[config.mk]
export PLATFORM = sky130hd
export DESIGN_NAME = afw_write_port
export DESIGN_NICKNAME = d
export VERILOG_FILES = /design/src/hw/afw_pkg.sv /design/src/hw/afw_fifo.sv /design/src/hw/afw_write_port.sv
export VERILOG_INCLUDE_DIRS = /design/src /design/src/hw
export SDC_FILE = /design/constraint.sdc
export NUM_CORES = 1
export LEC_CHECK = 0
export BUFFER_PORTS_ARGS = -buffer_cell sky130_fd_sc_hd__buf_2
export CAP_MARGIN = 20
export CORE_AREA = 2 2 213 236
export CTS_CLUSTER_DIAMETER = 60
export DETAILED_ROUTE_END_ITERATION = 10
export DIE_AREA = 0 0 215 238
export GPL_ROUTABILITY_DRIVEN = 0
export HOLD_SLACK_MARGIN = 0.12
export RECOVER_POWER = 25
export SYNTH_ARGS = -nofsm -noshare
export SYNTH_HDL_FRONTEND = slang
export SYNTH_SLANG_ARGS = --single-unit
[constraint.sdc]
create_clock -name clk -period 10.2 [get_ports clk]
set_input_delay 2.04 -clock clk [delete_from_list [all_inputs] [get_ports clk]]
set_output_delay 2.04 -clock clk [all_outputs]
set_load 0.01 [all_outputs]
[src/hw/afw_params.svh]
// Register offsets, field positions and reset values for the buffer write port.
`ifndef AFW_PARAMS_SVH
`define AFW_PARAMS_SVH
`define AFW_ADR_CTRL      8'h00
`define AFW_ADR_THR_SET   8'h04
`define AFW_ADR_THR_CLR   8'h08
`define AFW_ADR_STATUS    8'h0c
`define AFW_ADR_DATA      8'h10
`define AFW_CTRL_DUAL     0
`define AFW_ST_FULL       0
`define AFW_ST_ONE_LEFT   1
`define AFW_ST_HIGH       2
`define AFW_ST_AVAIL      3
`define AFW_ST_LVL_LSB    8
`define AFW_THR_SET_RST   32'h0000_000c
`define AFW_THR_CLR_RST   32'h0000_0008
`define AFW_RST_SYNC_ON   2'h3
`endif

[src/hw/afw_pkg.sv]
// Shared types for the buffer write port.
`default_nettype none
package afw_pkg;
    typedef enum logic {AFW_THR_SHARED, AFW_THR_SPLIT} afw_thr_mode_t;
endpackage : afw_pkg
`default_nettype wire

[src/hw/afw_fifo.sv]
// Storage buffer with valid and ready on both sides and a live fill level.
`timescale 1ns/10ps
`default_nettype none
`include "afw_params.svh"
module afw_fifo #(
    parameter int W     = 32,
    parameter int DEPTH = 16
) (
    // Clock and reset
    input  wire logic                       clk,
    input  wire logic                       clr,
    // Filling side
    input  wire logic                       in_valid,
    output logic                            in_ready,
    input  wire logic [W-1:0]               in_data,
    // Draining side
    output logic                            out_valid,
    input  wire logic                       out_ready,
    output logic [W-1:0]                    out_data,
    // Fill level
    output logic [$clog2(DEPTH):0]          level
);
    localparam int AW = $clog2(DEPTH);

    typedef struct packed {
        logic [DEPTH-1:0][W-1:0] mem;
        logic [AW-1:0]           wp;
        logic [AW-1:0]           rp;
        logic [AW:0]             cnt;
    } afw_fifo_st_t;

    afw_fifo_st_t st_r;
    afw_fifo_st_t st_nxt;
    logic         push;
    logic         pop;

    // A full buffer refuses, so a write there never touches storage.
    assign in_ready  = (st_r.cnt != (AW+1)'(DEPTH));
    assign out_valid = (st_r.cnt != '0);
    assign out_data  = st_r.mem[st_r.rp];
    assign level     = st_r.cnt;
    assign push      = in_valid && in_ready;
    assign pop       = out_valid && out_ready;

    always_comb begin
        st_nxt = st_r;
        if (push) begin
            st_nxt.mem[st_r.wp] = in_data;
            st_nxt.wp           = st_r.wp + 1'b1;
        end
        if (pop) begin
            st_nxt.rp = st_r.rp + 1'b1;
        end
        st_nxt.cnt = st_r.cnt + (AW+1)'(push) - (AW+1)'(pop);
        if (clr) begin
            st_nxt.wp  = '0;
            st_nxt.rp  = '0;
            st_nxt.cnt = '0;
        end
    end

    always_ff @(posedge clk) begin
        st_r <= st_nxt;
    end
endmodule : afw_fifo
`default_nettype wire

[src/hw/afw_write_port.sv]
// Write-side port of a buffer, with status flags and a drain register on Wishbone.
`timescale 1ns/10ps
`default_nettype none
`include "afw_params.svh"
module afw_write_port #(
    parameter int DW    = 32,
    parameter int DEPTH = 16,
    parameter int LW    = $clog2(DEPTH) + 1
) (
    // Clock and resets
    input  wire logic                 clk,
    input  wire logic                 nrst,
    input  wire logic                 core_rst,
    input  wire logic                 wr_rst,
    // Write port
    input  wire logic [DW-1:0]        wr_data,
    input  wire logic                 wr_en,
    output logic                      full,
    output logic                      one_left,
    output logic                      high_mark,
    output logic [LW-1:0]             wr_level,
    output logic                      wr_ack,
    output logic                      overflow,
    // Wishbone slave
    input  wire logic                 wb_cyc_i,
    input  wire logic                 wb_stb_i,
    input  wire logic                 wb_we_i,
    input  wire logic [7:0]           wb_adr_i,
    input  wire logic [3:0]           wb_sel_i,
    input  wire logic [31:0]          wb_dat_i,
    output logic [31:0]               wb_dat_o,
    output logic                      wb_ack_o
);
    localparam int FW = $clog2(DEPTH) + 1;

    typedef struct packed {
        logic [1:0]                rst_sync;
        afw_pkg::afw_thr_mode_t    mode;
        logic [FW-1:0]             thr_set;
        logic [FW-1:0]             thr_clr;
        afw_pkg::afw_thr_mode_t    act_mode;
        logic [FW-1:0]             act_set;
        logic [FW-1:0]             act_clr;
        logic                      high;
        logic [FW-1:0]             level;
        logic                      ack_ev;
        logic                      ovf_ev;
        logic                      bus_ack;
        logic [31:0]               bus_dat;
    } afw_port_st_t;

    afw_port_st_t  st_r;
    afw_port_st_t  st_nxt;
    logic          rst_all;
    logic          fifo_ready;
    logic          fifo_valid;
    logic          fifo_pop;
    logic [DW-1:0] fifo_head;
    logic [FW-1:0] live;
    logic          bus_req;
    logic          bus_wr;
    logic [FW-1:0] clr_lvl;

    function automatic logic hit(input logic [7:0] adr, input logic [7:0] off);
        hit = (adr == off);
    endfunction : hit

    // The core reset is only seen through the second synchroniser stage.
    assign rst_all  = !nrst || wr_rst || st_r.rst_sync[1];
    assign bus_req  = wb_cyc_i && wb_stb_i;
    // Writes and pops land on the edge where the master samples ack.
    assign bus_wr   = bus_req && wb_we_i && st_r.bus_ack;
    assign fifo_pop = bus_req && !wb_we_i && st_r.bus_ack && hit(wb_adr_i, `AFW_ADR_DATA);

    afw_fifo #(
        .W     (DW),
        .DEPTH (DEPTH)
    ) u_fifo (
        .clk       (clk),
        .clr       (rst_all),
        .in_valid  (wr_en),
        .in_ready  (fifo_ready),
        .in_data   (wr_data),
        .out_valid (fifo_valid),
        .out_ready (fifo_pop),
        .out_data  (fifo_head),
        .level     (live)
    );

    assign full      = !fifo_ready;
    assign one_left  = (live == FW'(DEPTH - 1));
    assign clr_lvl   = (st_r.act_mode == afw_pkg::AFW_THR_SPLIT) ? st_r.act_clr
                                                                 : st_r.act_set;
    // Hysteresis: once high, only the clear level or a reset can drop the flag.
    assign high_mark = !rst_all && (st_r.high ? (live >= clr_lvl)
                                              : (live >= st_r.act_set));
    // A narrow level drops low bits, so it rounds down the already lagging registered level.
    assign wr_level  = st_r.level[FW-1 -: LW];
    assign wr_ack    = st_r.ack_ev;
    assign overflow  = st_r.ovf_ev;
    assign wb_ack_o  = st_r.bus_ack;
    assign wb_dat_o  = st_r.bus_dat;

    always_comb begin
        st_nxt          = st_r;
        st_nxt.rst_sync = {st_r.rst_sync[0], core_rst};
        st_nxt.ack_ev   = wr_en && fifo_ready;
        st_nxt.ovf_ev   = wr_en && !fifo_ready;
        st_nxt.level    = live;
        st_nxt.high     = high_mark;
        st_nxt.bus_ack  = bus_req && !st_r.bus_ack;
        if (bus_req && !st_r.bus_ack) begin
            st_nxt.bus_dat = '0;
            if (hit(wb_adr_i, `AFW_ADR_CTRL)) begin
                st_nxt.bus_dat[`AFW_CTRL_DUAL] = (st_r.mode == afw_pkg::AFW_THR_SPLIT);
            end
            if (hit(wb_adr_i, `AFW_ADR_THR_SET)) begin
                st_nxt.bus_dat[FW-1:0] = st_r.thr_set;
            end
            if (hit(wb_adr_i, `AFW_ADR_THR_CLR)) begin
                st_nxt.bus_dat[FW-1:0] = st_r.thr_clr;
            end
            if (hit(wb_adr_i, `AFW_ADR_STATUS)) begin
                st_nxt.bus_dat[`AFW_ST_FULL]     = full;
                st_nxt.bus_dat[`AFW_ST_ONE_LEFT] = one_left;
                st_nxt.bus_dat[`AFW_ST_HIGH]     = high_mark;
                st_nxt.bus_dat[`AFW_ST_AVAIL]    = fifo_valid;
                st_nxt.bus_dat[`AFW_ST_LVL_LSB +: FW] = live;
            end
            if (hit(wb_adr_i, `AFW_ADR_DATA) && fifo_valid) begin
                st_nxt.bus_dat[DW-1:0] = fifo_head;
            end
        end
        if (bus_wr && wb_sel_i[0]) begin
            if (hit(wb_adr_i, `AFW_ADR_CTRL)) begin
                st_nxt.mode = wb_dat_i[`AFW_CTRL_DUAL] ? afw_pkg::AFW_THR_SPLIT
                                                       : afw_pkg::AFW_THR_SHARED;
            end
            if (hit(wb_adr_i, `AFW_ADR_THR_SET)) begin
                st_nxt.thr_set = wb_dat_i[FW-1:0];
            end
            if (hit(wb_adr_i, `AFW_ADR_THR_CLR)) begin
                st_nxt.thr_clr = wb_dat_i[FW-1:0];
            end
        end
        // Thresholds may move at any time but only a reset loads them.
        if (rst_all) begin
            st_nxt.act_mode = st_r.mode;
            st_nxt.act_set  = st_r.thr_set;
            st_nxt.act_clr  = st_r.thr_clr;
            st_nxt.high     = 1'b0;
            st_nxt.level    = '0;
            st_nxt.ack_ev   = 1'b0;
            st_nxt.ovf_ev   = 1'b0;
        end
        if (!nrst) begin
            st_nxt.rst_sync = `AFW_RST_SYNC_ON;
            st_nxt.mode     = afw_pkg::AFW_THR_SHARED;
            st_nxt.thr_set  = FW'(`AFW_THR_SET_RST);
            st_nxt.thr_clr  = FW'(`AFW_THR_CLR_RST);
            st_nxt.bus_ack  = 1'b0;
            st_nxt.bus_dat  = '0;
        end
    end

    always_ff @(posedge clk) begin
        st_r <= st_nxt;
    end
endmodule : afw_write_port
`default_nettype wire

==> results of run 1 <==
## placed cells by master, fill, tap and decap left out, types with 19 or more instances in the layout
| cell | count |
|---|---|
| a21oi_1 | 28 |
| o21ai_0 | 28 |
| buf_4 | 28 |
| a22o_1 | 26 |
| dfxtp_1 | 63 |
| nor2_1 | 26 |
| mux4_2 | 129 |
| edfxtp_1 | 523 |
| ha_1 | 22 |
| buf_2 | 72 |
| mux2i_1 | 40 |
| clkbuf_16 | 59 |
| a31oi_1 | 21 |
| clkbuf_1 | 40 |
| nand2_1 | 36 |
| nor2b_1 | 29 |
| nand3_1 | 19 |
## worst max path at each step
| stage | to | cells past startpoint | slack (ns) | startpoint |
|---|---|---|---|---|
| finish | high_mark | 8 | 4.45 | nrst |
| global route | high_mark | 8 | 4.27 | nrst |
| CTS | high_mark | 8 | 4.59 | nrst |
| detailed placement | high_mark | 8 | 4.59 | nrst |
| global placement | high_mark | 8 | 4.58 | nrst |
| floorplan | u_fifo.st_r[109]$_DFFE_PP_ | 4 | 4.91 | wr_en |
## worst max-delay path, stage by stage
cell and delay, ns:
clkbuf_1 0.34, nor3b_1 0.24, buf_4 0.20, inv_2 0.23
a21oi_1 0.20, a21oi_1 0.07, a21oi_1 0.21, buf_2 0.17
## where the power goes
part	internal [mW]	total [mW]	leakage (nW)	switching, mW
Sequential	2.63	2.64	5.29	0.00251
Clock	1.29	2.17	0.961	0.874
Combinational	0.0216	0.0774	1.97	0.0558
Total	3.95	4.88	8.22	0.932
## routing by layer
layer | routed length (um) | GRT usage [%]
met1 | 20900 | 26.1
met2 | 24800 | 33.5
met3 | 2490 | 3.06
met4 | 1070 | 5.62
met5 | 11 | 0
## sequential cells by signal (all words and copies together) (netlist names)
register      flops
overflow          1
st_r             25
u_fifo.level      5
u_fifo.st_r     520
wb_ack_o          1
wb_dat_o         32
wr_ack            1
wr_level          5
## per-stage QoR
stage               cell area (sq um)  hold slack [ns]
global placement                24100            0.392
floorplan                       23100            0.386
detailed placement              24100            0.402
finish                          26100            0.415
global route                    26100            0.430
CTS                             26100            0.416
## cell type report
class / instances / share of cell area [%]
inverter: 16 / 0.230
clock inverter: 23 / 1.05
multi-input combinational: 495 / 21.1
sequential: 590 / 65.5
timing repair buffer: 124 / 2.54
tap: 652 / 3.13
clock buffer: 86 / 6.48
## logic make-up (layout without fill, tap and decap cells)
kind of cell | Yosys count | count (layout) | synth area share [%]
AND/OR/NAND/NOR | 161 | 161 | 3.60
multiplexers | 172 | 172 | 14.4
flip-flops | 590 | 590 | 73.7
AO/OA/AOI/OAI | 130 | 130 | 3.64
XOR/XNOR | 9 | 9 | 0.341
buffers and inverters | 118 | 249 | 2.95
adder cells (fa/ha/maj) | 23 | 23 | 1.28
==> flow_summary.ini, run 1 <==
[place]
place_ws_ns = 4.59
dp_cells = 1877
portBuffers = 96
dp_hpwl_mm = 26.7

[hold_path]
min_from = st_r[63]$_SDFF_PN1_
holdPathStages = 1
hold_path_end = st_r[64]$_SDFF_PN1_
min_path_type = register to register

[timing]
finalSetupViolCount = 0
worstMarginPinSlew_ns = 1.05
fin_crit_sh_pct = 56.3
finalHoldViolations = 0
tns_ns = 0
fmax_ghz = 0.174
setup_ws_ns = 4.45
fin_skew_ns = 0.0183
max_slew_margin_pct = 30.2
finalMaxSlewViolations = 0
min_period_ns = 5.75
rsz0062_at_grt = no

[routing]
drt_first_iter_violations = 985
drt-total-wl_mm = 49.3
drc = 0
dr.pass1.iters = 5
routedWlPerCell_um = 24.8
avgViaCountPerCell = 5.65
via_count = 11200
ant_nets = 0

[die]
row_count = 85
core_area_sq_um = 48700
start_util_pct = 47.5
die-area_sq_um = 51200
fp.dieW_um = 215
chipHeight_um = 238
ios = 127

[power]
total_power_mw = 4.88
max-vdd-ir-drop_v = 0.000134
p_leak_nw = 8.22
powerDensity_nw_per_um2 = 187

[final_layout]
drive_above_1_share_pct = 26.6
multi_input_area_sq_um = 5500
n_antenna_cell = 0
finalNetCount = 1392
seq_area_sq_um = 17100
postLayoutCoreUtil_pct = 53.5
area_growth_pct = 12.7
fillers = 3925
finalNonFillerCells = 1986

[clock_tree]
clock_latency_ns = 0.61
post_cts_buffers = 0
cts_hold_buf = 0
cts_tree = yes
cts.repair.resized = 0
cts_root_buf = clkbuf_16
clock_sinks = 590
cts_buffers = 58
cts-htree-levels = 2
clk_pin_slew_worst_paths_ns = 0.06
clockBufferDepth = 3

[critical_path]
start_kind = primary input
worstSetupEndpointType = output pin
cp_max_fo = 28
worstPathRequired_ns = 8.16
path_class = primary input to output pin
crit_arrival_ns = 3.71
rr_startpoint = u_fifo.st_r[6]$_SDFFE_PN0P_
reg2regPathDepth = 7
reg2reg_slack_ns = 6.72
worstReg2RegEnd = wb_dat_o[26]$_SDFFE_PN0P_

[global_route]
antenna_found_initial = 1
grt_pass1_wl_mm = 73.7
track_usage_pct = 19.5
grt_pass1_vias = 11600
grt_overflow = 0
grt_max_degree = 53

[yosys]
synth_fp_nets = 1310
synth_flop_cell = edfxtp_1
ys_seq_area_share_pct = 73.7
yosysMostFrequentCell = edfxtp_1
synthCells = 1203
synthArstFlopShare_pct = 0
synth-warning-count = 0
ys_top_cells_by_count = edfxtp_1 (523), mux4_2 (129), dfxtp_1 (67), buf_4 (43), mux2i_1 (40)
ys_ff_latch = 590
synth_top_area_share_pct = 67.9
syn-cell-area_sq_um = 23100
synth_edf_count = 523
synth_top_area_cell = edfxtp_1
syn_area_per_cell_sq_um = 19.2
yosys-top-cells-area = edfxtp_1 (68%), mux4_2 (13%), dfxtp_1 (5.8%)
synth_cell_types = 52

[job]
max_cap_violations = 0

[run_status]
run_status = finished, final reports clean
No activity file was read; power rests on OpenSTA's default activity.
==> inputs of run 2 (changes only) <==
- ABC_AREA: not set -> 1
- CORE_AREA: 2 2 213 236 -> 2 2 218 241
- DIE_AREA: 0 0 215 238 -> 0 0 220 243
- PLACE_DENSITY: not set -> 0.67
- clock period: 10.2 -> 5.1 ns (I/O delays scaled with it)
==> flow_summary.ini, run 2 <==
[timing]
finalSetupViolCount = 0
worstMarginPinSlew_ns = 1.04
timing.hold.ws_ns = 0.421
fmax_ghz = 0.287
fin_skew_ns = 0.0156
fin_crit_sh_pct = 68.4
setup_ws_ns = 1.61
max_slew_margin_pct = 30.3
min_period_ns = 3.49
rsz0062_at_grt = no
finalHoldViolations = 0
tns_ns = 0
finalMaxSlewViolations = 0

[clock_tree]
cts_hold_buf = 0
cts_root_buf = clkbuf_16
post_cts_buffers = 0
cts-htree-levels = 2
cts_tree = yes
cts.repair.resized = 0
clock_sinks = 590
clk_pin_slew_worst_paths_ns = 0.06
clock_latency_ns = 0.62
cts_buffers = 58
clockBufferDepth = 3

[power]
max-vdd-ir-drop_v = 0.000231
powerDensity_nw_per_um2 = 370
p_leak_nw = 9.70

[routing]
drt-total-wl_mm = 59.0
avgViaCountPerCell = 5.48
ant_nets = 0
drt_first_iter_violations = 1653
via_count = 15800
drc = 0
routedWlPerCell_um = 20.5
dr.pass1.iters = 6

[place]
portBuffers = 96
dp_hpwl_mm = 32.2
placed_cell_area_sq_um = 24900
place_ws_ns = 1.36

[final_layout]
fillers = 4329
multi_input_area_sq_um = 6020
drive_above_1_share_pct = 10.6
finalNetCount = 2262
final_common_cell = edfxtp_1
area_growth_pct = 11.5
largest_register = u_fifo.st_r
seq_area_sq_um = 17100
fin_area_sq_um = 27000
largest_reg_flops = 520
final_cell_mix = edfxtp_1 (523), nand2_1 (503), nor2_1 (290), nand3_1 (134), o21ai_0 (122)

[critical_path]
reg2reg_slack_ns = 1.83
slowest_stage = edfxtp_1
worstSetupEndpointType = output pin
crit_family = flip-flops
rr_startpoint = u_fifo.level[3]$_SDFF_PN0_
critical_path_depth = 11
worstPathCellList = mux2_2, ha_1, inv_1, nand2_1, nand2_1, nand2_1, nand2_1, nand2_1, nand3_1, inv_1, buf_2
crit_end = high_mark
worstPathRequired_ns = 4.08
cpMostUsedCell = nand2_1
critPathMaxStageDelay_ns = 0.51
reg2regPathDepth = 10
path_class = register to output pin
critPathLaunch = st_r[51]$_DFFE_PN_
cp_max_fo = 9
start_kind = register
crit_arrival_ns = 2.47
cp_num_buf_inv = 3
worstReg2RegEnd = u_fifo.st_r[413]$_DFFE_PP_

[yosys]
ys_seq_area_share_pct = 70.5
synthCells = 2116
synth_top_area_cell = edfxtp_1
ys_ff_latch = 590
synth_flop_cell = edfxtp_1
synth_fp_nets = 2223
synth_edf_count = 523
synth-warning-count = 0
syn-cell-area_sq_um = 24200
ys_top_cells_by_count = edfxtp_1 (523), nand2_1 (503), nor2_1 (307), nand3_1 (134), o21ai_0 (122)
syn_area_per_cell_sq_um = 11.4
yosysMostFrequentCell = edfxtp_1
synth_top_area_share_pct = 64.9
yosys-top-cells-area = edfxtp_1 (65%), nand2_1 (7.8%), dfxtp_1 (5.5%)
synth_cell_types = 34
synthArstFlopShare_pct = 0

[global_route]
grt_max_degree = 186
grt_pass1_wl_mm = 88.9
grt_pass1_vias = 15000
track_usage_pct = 22.1
grt_overflow = 0
antenna_found_initial = 7

[hold_path]
min_path_type = register to register

[die]
ios = 127
core_area_sq_um = 50900
fp.dieW_um = 220
row_count = 87
chipHeight_um = 243
die-area_sq_um = 53500
start_util_pct = 47.5

[job]
max_cap_violations = 0

[run_status]
run_status = finished, final reports clean
run 2: cell count changes in the layout (fill, tap and decap cells not counted), moves of 50 or more:
cell / previous run / this run
a21oi_1: 28 / 108
inv_1: 15 / 65
mux4_2: 129 / 0
nand2_1: 36 / 503
nand3_1: 19 / 134
nor2_1: 26 / 290
o21ai_0: 28 / 122
run 2: worst min-delay path by stage:
stage	from	endpoint	cells after the start
6_report	st_r[63]$_SDFF_PN1_	st_r[64]$_SDFF_PN1_	1
5_1_grt	st_r[63]$_SDFF_PN1_	st_r[64]$_SDFF_PN1_	1
4_1_cts	st_r[63]$_SDFF_PN1_	st_r[64]$_SDFF_PN1_	1
3_5_place_dp	st_r[63]$_SDFF_PN1_	st_r[64]$_SDFF_PN1_	1
3_3_place_gp	st_r[63]$_SDFF_PN1_	st_r[64]$_SDFF_PN1_	1
2_1_floorplan	st_r[63]$_SDFF_PN1_	st_r[64]$_SDFF_PN1_	1
run 2: stage by stage:
stage / total power, mW / utilization (%) / instances
6_report: 9.97 / 52.9 / 2874
5_1_grt: 10.2 / 52.9 / 2872
3_3_place_gp: 5.52 / 49.0 / 2762
4_1_cts: 10.0 / 53.0 / 2871
3_5_place_dp: 5.53 / 49.0 / 2762
2_1_floorplan: 5.43 / - / 2116
run 2: cell type report:
type | instances | share of cell area (%)
Clock inverter | 35 | 1.83
Clock buffer | 74 | 5.76
Timing Repair Buffer | 128 | 2.71
Antenna cell | 3 | 0.0278
Sequential cell | 590 | 63.2
Tap cell | 667 | 3.09
Multi-Input combinational cell | 1305 | 22.3
Inverter | 72 | 1.02
run 2: routing by layer:
metal	global-route usage [%]	wire length, um
met1	30.7	24800
met2	35.8	28000
met3	3.55	4740
met4	6.69	1390
met5	0	57
run 2: cell families (layout without fill, tap and decap cells):
group | after synthesis | after routing | synth area share, %
muxes | 1 | 1 | 0.0466
and+or+nand+nor | 964 | 964 | 15.9
adders and majority gates | 23 | 23 | 1.22
buffers and inverters | 221 | 309 | 5.19
xor gates and xnor gates | 2 | 2 | 0.0724
AOI/OAI and AO/OA | 315 | 315 | 7.09
DFF | 590 | 590 | 70.5
other | 0 | 3 | 0
run 2: report_power, final:
part	switching (mW)	internal, mW	total [mW]
combinational	0.114	0.0328	0.146
clock	1.79	2.76	4.55
sequential	0.00523	5.27	5.28
total	1.91	8.06	9.97
==> inputs of run 3 (changes only) <==
- PLACE_DENSITY: 0.67 -> not set
- clock period: 5.1 -> 3.3 ns (I/O delays scaled with it)
==> flow_summary.ini, run 3 (same netlist as run 2, synthesis figures left out) <==
[clock_tree]
cts.repair.resized = 0
clock_sinks = 590
clock_latency_ns = 0.62
cts_tree = yes
cts_root_buf = clkbuf_16
clk_pin_slew_worst_paths_ns = 0.06
post_cts_buffers = 0
cts_buffers = 58
cts-htree-levels = 2
clockBufferDepth = 3
cts_hold_buf = 0

[routing]
drt-total-wl_mm = 60.4
avgViaCountPerCell = 5.40
routedWlPerCell_um = 20.9
dr.pass1.iters = 5
drc = 0
drt_first_iter_violations = 1535
via_count = 15600
ant_nets = 0

[die]
core_area_sq_um = 50900
start_util_pct = 47.5
ios = 127
row_count = 87
die-area_sq_um = 53500
fp.dieW_um = 220
chipHeight_um = 243

[power]
powerDensity_nw_per_um2 = 552
max-vdd-ir-drop_v = 0.000404
p_leak_nw = 9.77

[global_route]
grt_pass1_vias = 14900
grt_overflow = 0
grt_pass1_wl_mm = 91.1
use_met3_pct = 3.08
track_usage_pct = 22.8
grt_max_degree = 143
grt_busiest_layer = met2
grt_use_met2_pct = 35.7
use_met1_pct = 33.0
antenna_found_initial = 2

[timing]
finalMaxSlewViolations = 0
min_period_ns = 3.00
worstMarginPinSlew_ns = 1.07
rsz0062_at_grt = no
finalHoldViolations = 0
tns_ns = 0
finalSetupViolCount = 0
max_slew_margin_pct = 28.8
fin_crit_sh_pct = 90.9
fin_skew_ns = 0.0171
fmax_ghz = 0.334

[critical_path]
path_class = register to output pin
worstPathRequired_ns = 2.64
crit_arrival_ns = 2.34
worstSetupEndpointType = output pin
cp_max_fo = 9
start_kind = register

[final_layout]
largest_register = u_fifo.st_r
n_antenna_cell = 0
postLayoutCoreUtil_pct = 53.2
drive_above_1_share_pct = 11.2
largest_reg_flops = 520
final_cell_mix = edfxtp_1 (523), nand2_1 (503), nor2_1 (290), nand3_1 (134), o21ai_0 (122)
finalNetCount = 2280
final_common_cell = edfxtp_1
area_growth_pct = 12.0

[hold_path]
min_path_type = primary input to register

[place]
dp_hpwl_mm = 32.8
portBuffers = 96

[job]
max_cap_violations = 0

[run_status]
run_status = finished, final reports clean
==> run 3: path summary, 6_finish.rpt <==
| kind | from | to | slack, ns | depth (start not counted) |
|---|---|---|---|---|
| worst max-delay path | st_r[51]$_DFFE_PN_ | high_mark | 0.30 | 11 |
| worst max register to register | u_fifo.level[2]$_SDFF_PN0_ | u_fifo.level[4]$_SDFF_PN0_ | 0.42 | 16 |
| worst min register to register | st_r[63]$_SDFF_PN1_ | st_r[64]$_SDFF_PN1_ | 0.43 | 1 |
| worst min-delay path | core_rst | st_r[63]$_SDFF_PN1_ | 0.24 | 2 |
==> run 3: critical path, cell delays in order (launching register included) <==
cell	delay, ns
edfxtp_1	0.49
mux2_2	0.37
ha_1	0.27
inv_1	0.06
nand2_1	0.04
nand2_1	0.06
nand2_1	0.06
nand2_1	0.06
nand2_1	0.05
nand3_1	0.11
inv_1	0.05
buf_2	0.13
==> run 3: where the power goes <==
part	total, mW	internal (mW)	switching (mW)
clock network	6.55	3.74	2.82
registers	8.15	8.14	0.00797
logic	0.246	0.0530	0.193
total	15.0	11.9	3.02
==> run 3: metal layers <==
| metal | routed length, um | part of all wire [%] | up-vias |
|---|---|---|---|
| met5 | 30 | 0.050 | - |
| met4 | 1490 | 2.5 | 4 |
| met3 | 3860 | 6.4 | 105 |
| met2 | 27600 | 46 | 519 |
| met1 | 27500 | 45 | 7575 |
| li1 | - | - | 7393 |
==> run 3: stage by stage <==
stage / setup slack [ns] / hold slack (ns) / instances / power (mW) / instance area [sq um]
after global placement: 0.231 / 0.404 / 2780 / 8.55 / 25200
after CTS: 0.261 / 0.209 / 2887 / 15.1 / 27100
after global routing: 0.145 / 0.229 / 2887 / 15.4 / 27100
final: 0.302 / 0.240 / 2887 / 15.0 / 27100
after detailed placement: 0.220 / 0.406 / 2780 / 8.56 / 25200
after floorplan: 0.288 / 0.393 / 2116 / 8.39 / 24200
==> run 3: layout make-up <==
| cell class | instances | area, sq um |
|---|---|---|
| Tap cell | 667 | 835 |
| Clock inverter | 40 | 363 |
| Sequential cell | 590 | 17100 |
| Timing Repair Buffer | 146 | 1030 |
| Inverter | 72 | 275 |
| Multi-Input combinational cell | 1305 | 6020 |
| Clock buffer | 67 | 1510 |
| Fill cell | 4413 | 23900 |
